**config.mk**
```make
export PLATFORM = sky130hd
export DESIGN_NAME = apc_top
export DESIGN_NICKNAME = d
export VERILOG_FILES = /design/src/apc_pkg.sv /design/src/apc_sync2.sv /design/src/apc_uart_pd.sv /design/src/apc_top.sv
export SDC_FILE = /design/constraint.sdc
export NUM_CORES = 1
export LEC_CHECK = 0
export ABC_AREA = 1
export BUFFER_PORTS_ARGS = -buffer_cell sky130_fd_sc_hd__buf_2
export CORE_MARGIN = 10
export CORE_UTILIZATION = 48
export DETAILED_ROUTE_END_ITERATION = 6
export PLACE_DENSITY = 0.79
export SKIP_CTS_REPAIR_TIMING = 1
export SLEW_MARGIN = 20
export SYNTH_ARGS = -nofsm -noshare
export SYNTH_HDL_FRONTEND = slang
export SYNTH_SLANG_ARGS = --single-unit
export TNS_END_PERCENT = 1
```
**constraint.sdc**
```tcl
create_clock -name clock -period 1.8 [get_ports clock]
set_clock_uncertainty 0.1 [all_clocks]
set_input_delay 0.18 -clock clock [delete_from_list [all_inputs] [get_ports clock]]
set_output_delay 0.18 -clock clock [all_outputs]
set_load 0.02 [all_outputs]
```
**src/apc_pkg.sv**
```systemverilog
/*
  Constants for the auto powerdown controller: floppy register offsets,
  control bit positions, parallel port modes and the powerdown timer.
  Assumes a 100 MHz device clock.
*/
package apc_pkg;
  localparam logic [2:0] APC_OFF_STAT_A = 3'h0;
  localparam logic [2:0] APC_OFF_STAT_B = 3'h1;
  localparam logic [2:0] APC_OFF_DOC = 3'h2;
  localparam logic [2:0] APC_OFF_RATE_MAIN = 3'h4;
  localparam logic [2:0] APC_OFF_FIFO = 3'h5;
  localparam logic [2:0] APC_OFF_DIN_XFER = 3'h7;
  localparam logic [7:0] APC_MAIN_IDLE = 8'h80;
  localparam int APC_DOC_RESETN_BIT = 2;
  localparam int APC_DOC_MOTOR_LO = 4;
  localparam int APC_RATE_SWRST_BIT = 7;
  localparam int APC_CFG_FDC_BIT = 0;
  localparam int APC_CFG_PAR_BIT = 3;
  localparam int APC_CFG_UA1_BIT = 4;
  localparam int APC_CFG_UA2_BIT = 5;
  localparam int APC_SMI_SERIRQ_BIT = 6;
  localparam int APC_SMI_PIN_BIT = 7;
  localparam logic [7:0] APC_DOC_RESET = 8'h04;
  localparam logic [7:0] APC_RATE_RESET = 8'h02;
  localparam logic [7:0] APC_XFER_RESET = 8'h00;
  localparam int APC_CLK_MHZ = 100;
  localparam int APC_PD_TIME_MS = 10;
  localparam int APC_PD_CYCLES = APC_PD_TIME_MS * 1000 * APC_CLK_MHZ;
  // Extended control register modes
  localparam logic [2:0] APC_ECR_SPP = 3'h0;
  localparam logic [2:0] APC_ECR_BIDIR = 3'h1;
  localparam logic [2:0] APC_ECR_EPP = 3'h4;
endpackage : apc_pkg

```
**src/apc_sync2.sv**
```systemverilog
/*
  Two flip-flop synchroniser for asynchronous pin inputs.
  Assumes the sampled pin may change at any time.
*/
`timescale 1ns/1ps
module apc_sync2 #(
  parameter int W = 1
) (
  input wire logic clock,
  input wire logic resetn,
  input wire logic [W-1:0] d,
  output logic [W-1:0] q
);
  logic [W-1:0] s1_ff;
  logic [W-1:0] nxt_s1;
  logic [W-1:0] nxt_q;
  always_comb begin
    nxt_s1 = resetn ? d : '0;
    nxt_q = resetn ? s1_ff : '0;
  end
  always_ff @(posedge clock) begin
    s1_ff <= nxt_s1;
    q <= nxt_q;
  end
endmodule : apc_sync2

```
**src/apc_uart_pd.sv**
```systemverilog
/*
  Auto powerdown tracker for one UART: transmitter and receiver states
  and the ring indicator change flag. Assumes synchronised serial inputs.
*/
`timescale 1ns/1ps
module apc_uart_pd (
  input wire logic clock,
  input wire logic resetn,
  input wire logic enable,
  input wire logic thr_write,
  input wire logic tx_empty,
  input wire logic rx_fifo_empty,
  input wire logic rx_idle,
  input wire logic rx_sync,
  input wire logic ri_sync,
  output logic tx_pd,
  output logic rx_pd,
  output logic ri_change
);
  logic tx_ff, rx_ff, rxl_ff, ril_ff, ric_ff;
  logic nxt_tx, nxt_rx, nxt_rxl, nxt_ril, nxt_ric;
  logic rx_edge;
  always_comb begin
    rx_edge = rx_sync != rxl_ff;
    nxt_rxl = rx_sync;
    nxt_ril = ri_sync;
    nxt_ric = ri_sync != ril_ff;
    nxt_tx = enable && tx_empty && !thr_write;
    nxt_rx = enable && rx_fifo_empty && rx_idle && !rx_edge;
    if (!resetn) begin
      nxt_tx = 1'b0;
      nxt_rx = 1'b0;
      nxt_ric = 1'b0;
    end
  end
  always_ff @(posedge clock) begin
    tx_ff <= nxt_tx;
    rx_ff <= nxt_rx;
    rxl_ff <= nxt_rxl;
    ril_ff <= nxt_ril;
    ric_ff <= nxt_ric;
  end
  assign tx_pd = tx_ff;
  assign rx_pd = rx_ff;
  assign ri_change = ric_ff;

  a_tx_wake: assert property (@(posedge clock) disable iff (!resetn)
    thr_write |=> !tx_pd) else $error("tx stayed down after write");
  a_rx_wake: assert property (@(posedge clock) disable iff (!resetn)
    (rx_sync != $past(rx_sync)) |=> !rx_pd)
    else $error("rx stayed down after edge");
  a_ri_live: assert property (@(posedge clock) disable iff (!resetn)
    $changed(ri_sync) |-> ##1 ri_change)
    else $error("ri change missed");
endmodule : apc_uart_pd

```
**src/apc_top.sv**
```systemverilog
/*
  Auto powerdown controller: floppy wake decode and timer, floppy drive
  pin gating, UART and parallel port powerdown, SYS_MGMT_IRQ routing.
  Assumes a host I/O strobe pair on the device clock and status from the
  floppy core, UARTs and parallel port logic.
*/
`timescale 1ns/1ps
// How it works
// - Main status read or any data port access wakes floppy
// - Control or rate writes wake only on motor enable or software reset
// - Host inputs stay live; irq and dma request held low asleep
// - Motor, select, write data, write gate tristated asleep; others driven
// - UART powerdown allowed only when its own config bit set: bit four for the first UART, bit five for the second
// - Transmitter sleeps when holding buffer and shift register empty
// - Receiver sleeps only with empty FIFO while awaiting a start bit
// - Ring indicator change flag keeps working in powerdown
// - Holding buffer write wakes transmitter
// - Receive line level change wakes receiver
// - Parallel powerdown allowed only when config bit three set
// - EPP down when disabled or ECP active without EPP mode
// - ECP down when disabled or register selects STANDARD_PARALLEL_MODE, bidir or EPP
// - Parallel power state recomputed on any mode change
// - SYS_MGMT_IRQ routed to serial IRQ by bit six, to pin by bit seven
// - Floppy sleeps after motors off, idle, head unloaded, 10 ms timer
// - Config bit zero enables floppy sleep; clearing cancels timer
// - Wake by access restarts the 10 ms timer, state kept
// - Non-waking writes during sleep are kept in registers
module apc_top
  import apc_pkg::*;
#(
  parameter int PD_CYCLES = APC_PD_CYCLES
) (
  input wire logic clock,
  input wire logic resetn,
  input wire logic io_read_strobe_n,
  input wire logic io_write_strobe_n,
  input wire logic [2:0] sys_addr,
  input wire logic [7:0] sys_data_in,
  output logic [7:0] sys_data_out,
  output logic sys_data_oe,
  input wire logic bus_reset,
  input wire logic [7:0] auto_power_cfg,
  input wire logic [7:0] smi_enable2,
  input wire logic smi_event,
  output logic smi_to_serirq,
  output logic sys_mgmt_irq,
  input wire logic [7:0] core_main_status,
  input wire logic [7:0] core_stat_a,
  input wire logic [7:0] core_stat_b,
  input wire logic [7:0] core_din,
  input wire logic core_int,
  input wire logic core_drq,
  input wire logic head_unloaded,
  output logic irq_out,
  output logic dma_req,
  output logic [7:0] doc_value,
  output logic [7:0] rate_value,
  output logic [7:0] xfer_value,
  output logic fdc_wake_pulse,
  output logic fdc_soft_reset,
  output logic fdc_powered_down,
  input wire logic [1:0] core_motor_on_n,
  input wire logic [1:0] core_drive_sel_n,
  input wire logic core_write_stream_n,
  input wire logic core_write_gate_n,
  output logic [1:0] motor_on_n,
  output logic [1:0] motor_on_oe,
  output logic [1:0] drive_sel_n,
  output logic [1:0] drive_sel_oe,
  output logic write_stream_n,
  output logic write_stream_oe,
  output logic write_gate_n,
  output logic write_gate_oe,
  input wire logic [1:0] thr_write,
  input wire logic [1:0] tx_empty,
  input wire logic [1:0] rx_fifo_empty,
  input wire logic [1:0] rx_idle,
  input wire logic [1:0] serial_rx_in,
  input wire logic [1:0] ring_indicator,
  output logic [1:0] uart_tx_pd,
  output logic [1:0] uart_rx_pd,
  output logic [1:0] ring_change,
  input wire logic epp_enabled,
  input wire logic ecp_enabled,
  input wire logic [2:0] ecr_mode,
  output logic epp_pd,
  output logic ecp_pd
);
  localparam logic [23:0] PD_LAST = 24'(PD_CYCLES - 1);

  logic rd_ff, wr_ff, nxt_rd, nxt_wr;
  logic [7:0] doc_ff, rate_ff, xfer_ff, dout_ff;
  logic [7:0] nxt_doc, nxt_rate, nxt_xfer, nxt_dout;
  logic doe_ff, nxt_doe, wake_ff, nxt_wake, srst_ff, nxt_srst;
  logic pd_ff, nxt_pd;
  logic [23:0] tmr_ff, nxt_tmr;
  logic epp_ff, ecp_ff, nxt_epp, nxt_ecp;
  logic smis_ff, smip_ff, nxt_smis, nxt_smip;
  logic rd_go, wr_go, wake, doc_wr, rate_wr, tmr_done, cond_ok;
  logic [1:0] rx_s, ri_s;

  function automatic logic hit(input logic [2:0] a, input logic [2:0] off);
    hit = (a == off);
  endfunction : hit

  apc_sync2 #(.W(4)) u_sync (
    .clock(clock),
    .resetn(resetn),
    .d({serial_rx_in, ring_indicator}),
    .q({rx_s, ri_s})
  );

  always_comb begin
    rd_go = !io_read_strobe_n && !rd_ff;
    wr_go = !io_write_strobe_n && !wr_ff;
    doc_wr = wr_go && hit(sys_addr, APC_OFF_DOC);
    rate_wr = wr_go && hit(sys_addr, APC_OFF_RATE_MAIN);
    wake = (rd_go && hit(sys_addr, APC_OFF_RATE_MAIN))
      || ((rd_go || wr_go) && hit(sys_addr, APC_OFF_FIFO))
      || (doc_wr && (sys_data_in[APC_DOC_MOTOR_LO +: 4] != 4'h0))
      || (doc_wr && !sys_data_in[APC_DOC_RESETN_BIT])
      || (rate_wr && sys_data_in[APC_RATE_SWRST_BIT])
      || bus_reset;
    nxt_rd = !io_read_strobe_n;
    nxt_wr = !io_write_strobe_n;
    nxt_doc = doc_wr ? sys_data_in : doc_ff;
    nxt_rate = rate_wr ? sys_data_in : rate_ff;
    nxt_xfer = (wr_go && hit(sys_addr, APC_OFF_DIN_XFER)) ? sys_data_in
      : xfer_ff;
    nxt_doe = !io_read_strobe_n;
    unique case (sys_addr)
      APC_OFF_STAT_A: nxt_dout = core_stat_a;
      APC_OFF_STAT_B: nxt_dout = core_stat_b;
      APC_OFF_DOC: nxt_dout = doc_ff;
      APC_OFF_RATE_MAIN: nxt_dout = core_main_status;
      APC_OFF_DIN_XFER: nxt_dout = core_din;
      default: nxt_dout = 8'h00;
    endcase
    nxt_wake = wake;
    nxt_srst = (doc_wr && !sys_data_in[APC_DOC_RESETN_BIT])
      || (rate_wr && sys_data_in[APC_RATE_SWRST_BIT]);
    tmr_done = (tmr_ff == PD_LAST);
    cond_ok = (doc_ff[APC_DOC_MOTOR_LO +: 4] == 4'h0)
      && (core_main_status == APC_MAIN_IDLE) && !core_int
      && head_unloaded && tmr_done;
    if (!auto_power_cfg[APC_CFG_FDC_BIT] || wake) begin
      nxt_tmr = 24'h000000;
      nxt_pd = 1'b0;
    end else begin
      nxt_tmr = tmr_done ? tmr_ff : tmr_ff + 24'h000001;
      nxt_pd = pd_ff || cond_ok;
    end
    nxt_epp = auto_power_cfg[APC_CFG_PAR_BIT]
      && (!epp_enabled || (ecp_enabled && ecr_mode != APC_ECR_EPP));
    nxt_ecp = auto_power_cfg[APC_CFG_PAR_BIT] && (!ecp_enabled
      || ecr_mode == APC_ECR_SPP || ecr_mode == APC_ECR_BIDIR
      || ecr_mode == APC_ECR_EPP);
    nxt_smis = smi_event && smi_enable2[APC_SMI_SERIRQ_BIT];
    nxt_smip = smi_event && smi_enable2[APC_SMI_PIN_BIT];
    if (!resetn) begin
      nxt_rd = 1'b0;
      nxt_wr = 1'b0;
      nxt_doc = APC_DOC_RESET;
      nxt_rate = APC_RATE_RESET;
      nxt_xfer = APC_XFER_RESET;
      nxt_dout = 8'h00;
      nxt_doe = 1'b0;
      nxt_wake = 1'b0;
      nxt_srst = 1'b0;
      nxt_tmr = 24'h000000;
      nxt_pd = 1'b0;
      nxt_epp = 1'b0;
      nxt_ecp = 1'b0;
      nxt_smis = 1'b0;
      nxt_smip = 1'b0;
    end
  end

  always_ff @(posedge clock) begin
    rd_ff <= nxt_rd;
    wr_ff <= nxt_wr;
    doc_ff <= nxt_doc;
    rate_ff <= nxt_rate;
    xfer_ff <= nxt_xfer;
    dout_ff <= nxt_dout;
    doe_ff <= nxt_doe;
    wake_ff <= nxt_wake;
    srst_ff <= nxt_srst;
    tmr_ff <= nxt_tmr;
    pd_ff <= nxt_pd;
    epp_ff <= nxt_epp;
    ecp_ff <= nxt_ecp;
    smis_ff <= nxt_smis;
    smip_ff <= nxt_smip;
  end

  for (genvar i = 0; i < 2; i++) begin : g_uart
    apc_uart_pd u_pd (
      .clock(clock),
      .resetn(resetn),
      .enable(auto_power_cfg[APC_CFG_UA1_BIT + i]),
      .thr_write(thr_write[i]),
      .tx_empty(tx_empty[i]),
      .rx_fifo_empty(rx_fifo_empty[i]),
      .rx_idle(rx_idle[i]),
      .rx_sync(rx_s[i]),
      .ri_sync(ri_s[i]),
      .tx_pd(uart_tx_pd[i]),
      .rx_pd(uart_rx_pd[i]),
      .ri_change(ring_change[i])
    );
  end

  assign sys_data_out = dout_ff;
  assign sys_data_oe = doe_ff;
  assign irq_out = core_int && !pd_ff;
  assign dma_req = core_drq && !pd_ff;
  assign doc_value = doc_ff;
  assign rate_value = rate_ff;
  assign xfer_value = xfer_ff;
  assign fdc_wake_pulse = wake_ff;
  assign fdc_soft_reset = srst_ff;
  assign fdc_powered_down = pd_ff;
  assign motor_on_n = core_motor_on_n;
  assign motor_on_oe = {2{!pd_ff}};
  assign drive_sel_n = core_drive_sel_n;
  assign drive_sel_oe = {2{!pd_ff}};
  assign write_stream_n = core_write_stream_n;
  assign write_stream_oe = !pd_ff;
  assign write_gate_n = core_write_gate_n;
  assign write_gate_oe = !pd_ff;
  assign epp_pd = epp_ff;
  assign ecp_pd = ecp_ff;
  assign smi_to_serirq = smis_ff;
  assign sys_mgmt_irq = smip_ff;

  a_wake_fdc: assert property (@(posedge clock) disable iff (!resetn)
    wake |=> !fdc_powered_down) else $error("wake ignored");
  a_cfg_off: assert property (@(posedge clock) disable iff (!resetn)
    !auto_power_cfg[APC_CFG_FDC_BIT] |=> !fdc_powered_down && tmr_ff == 0)
    else $error("floppy slept while disabled");
  a_stat_nowake: assert property (@(posedge clock) disable iff (!resetn)
    rd_go && sys_addr == APC_OFF_STAT_A && !wr_go && !bus_reset |-> !wake)
    else $error("status read woke floppy");
  a_sleep_cond: assert property (@(posedge clock) disable iff (!resetn)
    $rose(fdc_powered_down) |-> $past(tmr_done) && $past(head_unloaded))
    else $error("slept before timer");
  a_pins_tri: assert property (@(posedge clock) disable iff (!resetn)
    fdc_powered_down |-> !write_gate_oe && motor_on_oe == 2'b00 && !irq_out)
    else $error("drive pins driven asleep");
  a_keep_write: assert property (@(posedge clock) disable iff (!resetn)
    fdc_powered_down && rate_wr && !sys_data_in[7] |=> rate_ff == $past(sys_data_in))
    else $error("write lost asleep");
  a_smi_pin: assert property (@(posedge clock) disable iff (!resetn)
    smi_event && smi_enable2[7] |=> sys_mgmt_irq)
    else $error("smi pin not routed");
  a_ecp_spp: assert property (@(posedge clock) disable iff (!resetn)
    auto_power_cfg[3] && ecr_mode == APC_ECR_SPP |=> ecp_pd)
    else $error("ecp awake in spp");
  a_irq_quiet: assert property (@(posedge clock) disable iff (!resetn)
    fdc_powered_down |-> !irq_out && !dma_req)
    else $error("irq or dma request raised asleep");
  a_drv_pins: assert property (@(posedge clock) disable iff (!resetn)
    !fdc_powered_down |-> motor_on_oe == 2'b11 && drive_sel_oe == 2'b11)
    else $error("drive pins released while awake");
  a_fifo_wake: assert property (@(posedge clock) disable iff (!resetn)
    (rd_go || wr_go) && sys_addr == APC_OFF_FIFO |=> !fdc_powered_down)
    else $error("data port access left floppy asleep");
  a_motor_wake: assert property (@(posedge clock) disable iff (!resetn)
    doc_wr && sys_data_in[7:4] != 4'h0 |=> !fdc_powered_down)
    else $error("motor enable write left floppy asleep");
  a_par_gate: assert property (@(posedge clock) disable iff (!resetn)
    !auto_power_cfg[APC_CFG_PAR_BIT] |=> !epp_pd && !ecp_pd)
    else $error("parallel logic down while disabled");
  a_epp_off: assert property (@(posedge clock) disable iff (!resetn)
    auto_power_cfg[APC_CFG_PAR_BIT] && !epp_enabled |=> epp_pd)
    else $error("epp awake while not enabled");
  a_smi_serirq: assert property (@(posedge clock) disable iff (!resetn)
    smi_event && smi_enable2[APC_SMI_SERIRQ_BIT] |=> smi_to_serirq)
    else $error("smi not routed to serial irq");
  a_tmr_restart: assert property (@(posedge clock) disable iff (!resetn)
    wake |=> tmr_ff == 24'h000000)
    else $error("timer not restarted on wake");
endmodule : apc_top

```
# Yosys cells after proc, flatten, opt, wreduce, memory -nomap -nowiden
# Cells that the tools add are included.
[totals]
word_cells = 106
input_bits = 91
reg_bits = 83
output_inout_bits = 60
[op_classes]
reduce_logical = 63
bitwise = 1
muxes = 1
add_sub_neg = 1
eq_ne = 14
[op_table]
columns = ["op", "n"]
rows = [
  ["8-bit one-hot mux with 5 select lines", 1],
  ["1-bit logical AND", 31],
  ["24-bit by 1-bit adder with 24-bit output, second input constant", 1],
  ["24-bit by 20-bit equality test with 1-bit output, second input constant", 1],
  ["1-bit logical NOT", 14],
  ["1-bit logical OR", 13],
  ["3-bit equality test, second input constant", 4],
  ["8-bit equality test, second input constant", 1],
  ["3-bit by 1-bit equality test with 1-bit output, second input constant", 2],
  ["3-bit logical NOT", 2],
  ["4-bit logical NOT", 1],
  ["1-bit inequality test", 4],
  ["4-bit nonzero test", 1],
  ["3-bit by 2-bit equality test with 1-bit output, second input constant", 1],
  ["3-bit inequality test, second input constant", 1],
  ["2-bit OR reduction", 1],
  ["1-bit NOT", 1],
]

# Depth between registers and ports, before layout
[depth]
word_depth = 11
depth_mapped = 9
ltp_nobuf = 9

# Hierarchy
# Synthesis repeated with hierarchy kept, for this count alone.
[unflattened]
hier_cells = 564
hier_area_um2 = 3836.2
[by_module_without_submodules]
columns = ["module", "seq_area_each_um2", "instances", "cells_per_inst", "area_each_um2"]
rows = [
  ["apc_top", 1301.2, 1, 495, 3260.6],
  ["apc_uart_pd", 100.1, 2, 22, 175.2],
  ["apc_sync2", 160.2, 1, 25, 225.2],
]

# Worst setup path after synthesis
# OpenSTA, ideal clock, no wires.
[synth_path]
path_kind = "reg2reg"
startpoint = "register tmr_ff[0]"
endpoint = "register tmr_ff[0]"
path_stages_with_launch = 9
t_required_ps = 1585
arrival_time_ps = 1346
path_slack_ps = 239
setup_time_ps = 115
path_buffers = 0
period_less_slack_ps = 1561
cell_sequence = "dfxtp_1 ha_1 nand3_1 nor2_1 nand3_2 nand2_1 nand2_1 inv_1 nor2_1"
[synth_between]
elab_chain_len = 1
word_cells_on_any_way = 2
cone_classes = "add/sub (1); eq/ne (1)"
[synth_rtl]
columns = ["element", "line", "text"]
rows = [
  ["start: declaration", "apc_top.sv:96", "logic [23:0] tmr_ff, nxt_tmr;"],
  ["start signal: assignment", "apc_top.sv:189", "tmr_ff <= nxt_tmr;"],
  ["24-bit by 1-bit adder with 24-bit output or 24-bit by 20-bit equality test with 1-bit output (tied branches)", "apc_top.sv:150, apc_top.sv:142", ""],
]
# Several ways; a longest one is shown, not always the timed one.
# A chain may end at the register's enable or synchronous reset.

# Worst setup path after layout
[layout_path]
startpoint = "register tmr_ff[1]"
endpoint = "register tmr_ff[1]"
# Same word-level chain as after synthesis.

==> flow_summary.toml <==
[outcome]
status = "complete, but fails checks"
violations = "negative hold slack"

[synth]
synth_cells = 543
ys.flop_type = "dfxtp_1"
syn_avg_cell_area_um2 = 6.915
synth_fp_nets = 635
syn_area_um2 = 3755
ys_warn_count = 0
ys_seq_area_share_pct = 44.25
synth_cell_types = 30
synth_edf_count = 0
synth-seq-cells = 83
async_flop_share_pct = 0

[layout]
fin_nets = 781
design_area_um2 = 4866
n_fill_cell = 717
layout_common_cells = "nand2_1 (134), buf_2 (128), nor2_1 (126), dfxtp_1 (83), inv_1 (62)"
n_antenna_cell = 0
final_common_cell = "nand2_1"
seq_area_um2 = 1662
utilization_pct = 63.30
drive_gt1_share_pct = 24.50
multiInputGateArea_um2 = 1689
area_growth_pct = 29.59

[sta]
max_freq_mhz = 629.1
finalMaxSlewViolations = 0
min_period_ns = 1.590
fin_crit_sh_pct = 88.32
setup_viol = 0
final-hold-violation-count = 4
slew_headroom_pct = 79.02
tightest_slew_ns = 0.3147
holdWs_ns = -0.01753
finalSetupTns_ns = 0
rsz0062_at_grt = "no"

[global_route]
grt_pass1_wl_mm = 17.50
grt_max_degree = 33
overflow = 0
antenna_found_initial = 0
grtUsageTotal_pct = 18.61
first_global_vias = 3720

[setup_path]
r2r-end = "tmr_ff[1]$_SDFFE_PP0N_"
worst_setup_path_end_kind = "flop"
cp_max_fo = 8
endpoint = "tmr_ff[1]$_SDFFE_PP0N_"
worstSetupPathType = "reg -> reg"
required_ns = 1.94
worstPathArrival_ns = 1.73
rr_worst_depth = 8
regToRegStartpoint = "tmr_ff[1]$_SDFFE_PP0N_"
start_kind = "flop"
cp-startpoint = "tmr_ff[1]$_SDFFE_PP0N_"
r2r_slack_ns = 0.21

[route]
wl_mm = 11.35
viasPerCell = 4.790
drtIter0Drc = 146
drc_errors = 0
dr_total_vias = 3813
wire_per_inst_um = 14.26
drtPass1Iterations = 5
antenna_left = 0

[clock_network]
cts_tree = "yes"
numCtsBuffers = 9
clock_latency_ns = 0.36
cts_root_buf = "clkbuf_8"
clkTransAtPathRegs_ns = 0.09
cts_sinks = 83
ctsHtreeMaxLevel = 3
clk_path_buf_depth = 2

[power_and_ir_drop]
leakagePower_nw = 2.319
p_per_area_nw_per_um2 = 768.5
ir_drop_v = 0.0008594

[die]
fp.dieW_um = 108.4
core_area_um2 = 7687
die_area_um2 = 11760
die_y_um = 108.4
io-pin-count = 151
rows = 32
initial_utilization_pct = 48.84

[worst_hold_path]
hp-class = "in -> reg"

[job]
cap_violations = 0

[placement]
gp_congestion = 0.8937
io_buffers = 128
hpwl_mm = 8.695
place_area_um2 = 4424
==> state kept, by name (all words and copies together) (netlist names), 2 cells and up <==
register,cells
tmr_ff,24
doc_value,8
rate_value,8
sys_data_out,8
xfer_value,8
u_sync.q,4
u_sync.s1_ff,4
g_uart.u_pd.ri_change,2
g_uart.u_pd.ril_ff,2
g_uart.u_pd.rx_pd,2
g_uart.u_pd.rxl_ff,2
g_uart.u_pd.tx_pd,2
==> cells by family after synthesis <==
logic type,synth area share [%]
AOI/OAI and AO/OA,6.232
adders and majority gates,0.3332
xor gates and xnor gates,3.966
and+or+nand+nor,34.19
DFF,44.25
buffers and inverters,11.03
==> area by class of cell <==
class | instances | share of cell area, %
clock inverters | 5 | 1.234
clock buffers | 11 | 3.111
repair buffers | 160 | 19.23
multi-input cells | 371 | 34.71
inverters | 64 | 4.937
well taps | 102 | 2.623
flip-flops and latches | 83 | 34.15
==> critical path: stages, from the launching register on <==
cell	delay, ns
dfxtp_1	0.38
ha_1	0.21
nand3_2	0.14
nor2_2	0.19
nand3_2	0.18
nand2_1	0.13
nand2_1	0.06
inv_1	0.05
nor2_1	0.03
==> power by group <==
part           internal, W  switching, W
sequential         0.00189     0.0000206
clock             0.000722      0.000704
combinational     0.000171      0.000235
==> worst min-delay path by stage <==
stage,slack [ns],cells past startpoint,startpoint,end
after floorplan,0.15,1,io_read_strobe_n,sys_data_oe$_SDFF_PN0_
after global placement,0.24,2,thr_write[1],g_uart[1].u_pd.tx_pd$_SDFF_PN0_
after detailed placement,0.25,2,thr_write[1],g_uart[1].u_pd.tx_pd$_SDFF_PN0_
after CTS,-0.14,2,thr_write[1],g_uart[1].u_pd.tx_pd$_SDFF_PN0_
after global routing,-0.004,3,auto_power_cfg[4],g_uart[0].u_pd.rx_pd$_SDFF_PN0_
final,-0.02,3,auto_power_cfg[4],g_uart[0].u_pd.rx_pd$_SDFF_PN0_
==> Yosys cell counts (2+ instances only) <==
| cell type | number | area (um^2) |
|---|---|---|
| xor2_1 | 9 | 78.83 |
| nand2_1 | 134 | 503.0 |
| a21oi_1 | 12 | 60.06 |
| nand3_2 | 2 | 20.02 |
| nand3b_1 | 7 | 52.55 |
| nor3b_1 | 2 | 15.01 |
| buf_6 | 2 | 22.52 |
| nor2_1 | 128 | 480.5 |
| nand3_1 | 15 | 75.07 |
| or2_2 | 2 | 12.51 |
| inv_1 | 62 | 232.7 |
| a22o_1 | 2 | 17.52 |
| nor3_1 | 4 | 20.02 |
| nand2_2 | 2 | 12.51 |
| dfxtp_1 | 83 | 1662 |
| clkbuf_1 | 5 | 18.77 |
| buf_4 | 17 | 127.6 |
| o21ai_0 | 27 | 135.1 |
| nor2_2 | 5 | 31.28 |
| nand4_1 | 6 | 37.54 |
| xnor2_1 | 8 | 70.07 |
==> layer usage <==
metal | GRT usage, % | wire length [um] | up-vias
met5 | 0 | 0 | -
met4 | 8.569 | 334 | 0
met3 | 6.008 | 911 | 35
met2 | 32.50 | 5713 | 130
met1 | 20.04 | 4392 | 1714
li1 | - | - | 1934
==> metrics by stage <==
| step | hold slack (ns) | instances | power, W | worst slack (ns) |
|---|---|---|---|---|
| global route | -0.003781 | 796 | 0.003867 | 0.04398 |
| detailed placement | 0.2483 | 758 | 0.002316 | 0.09572 |
| finish | -0.01753 | 796 | 0.003739 | 0.2103 |
| floorplan | 0.1524 | 543 | 0.002158 | 0.2391 |
| CTS | -0.1371 | 774 | 0.003718 | 0.08855 |
| global placement | 0.2422 | 758 | 0.002307 | 0.1916 |
Note: power is estimated with default switching activity, not from simulation.
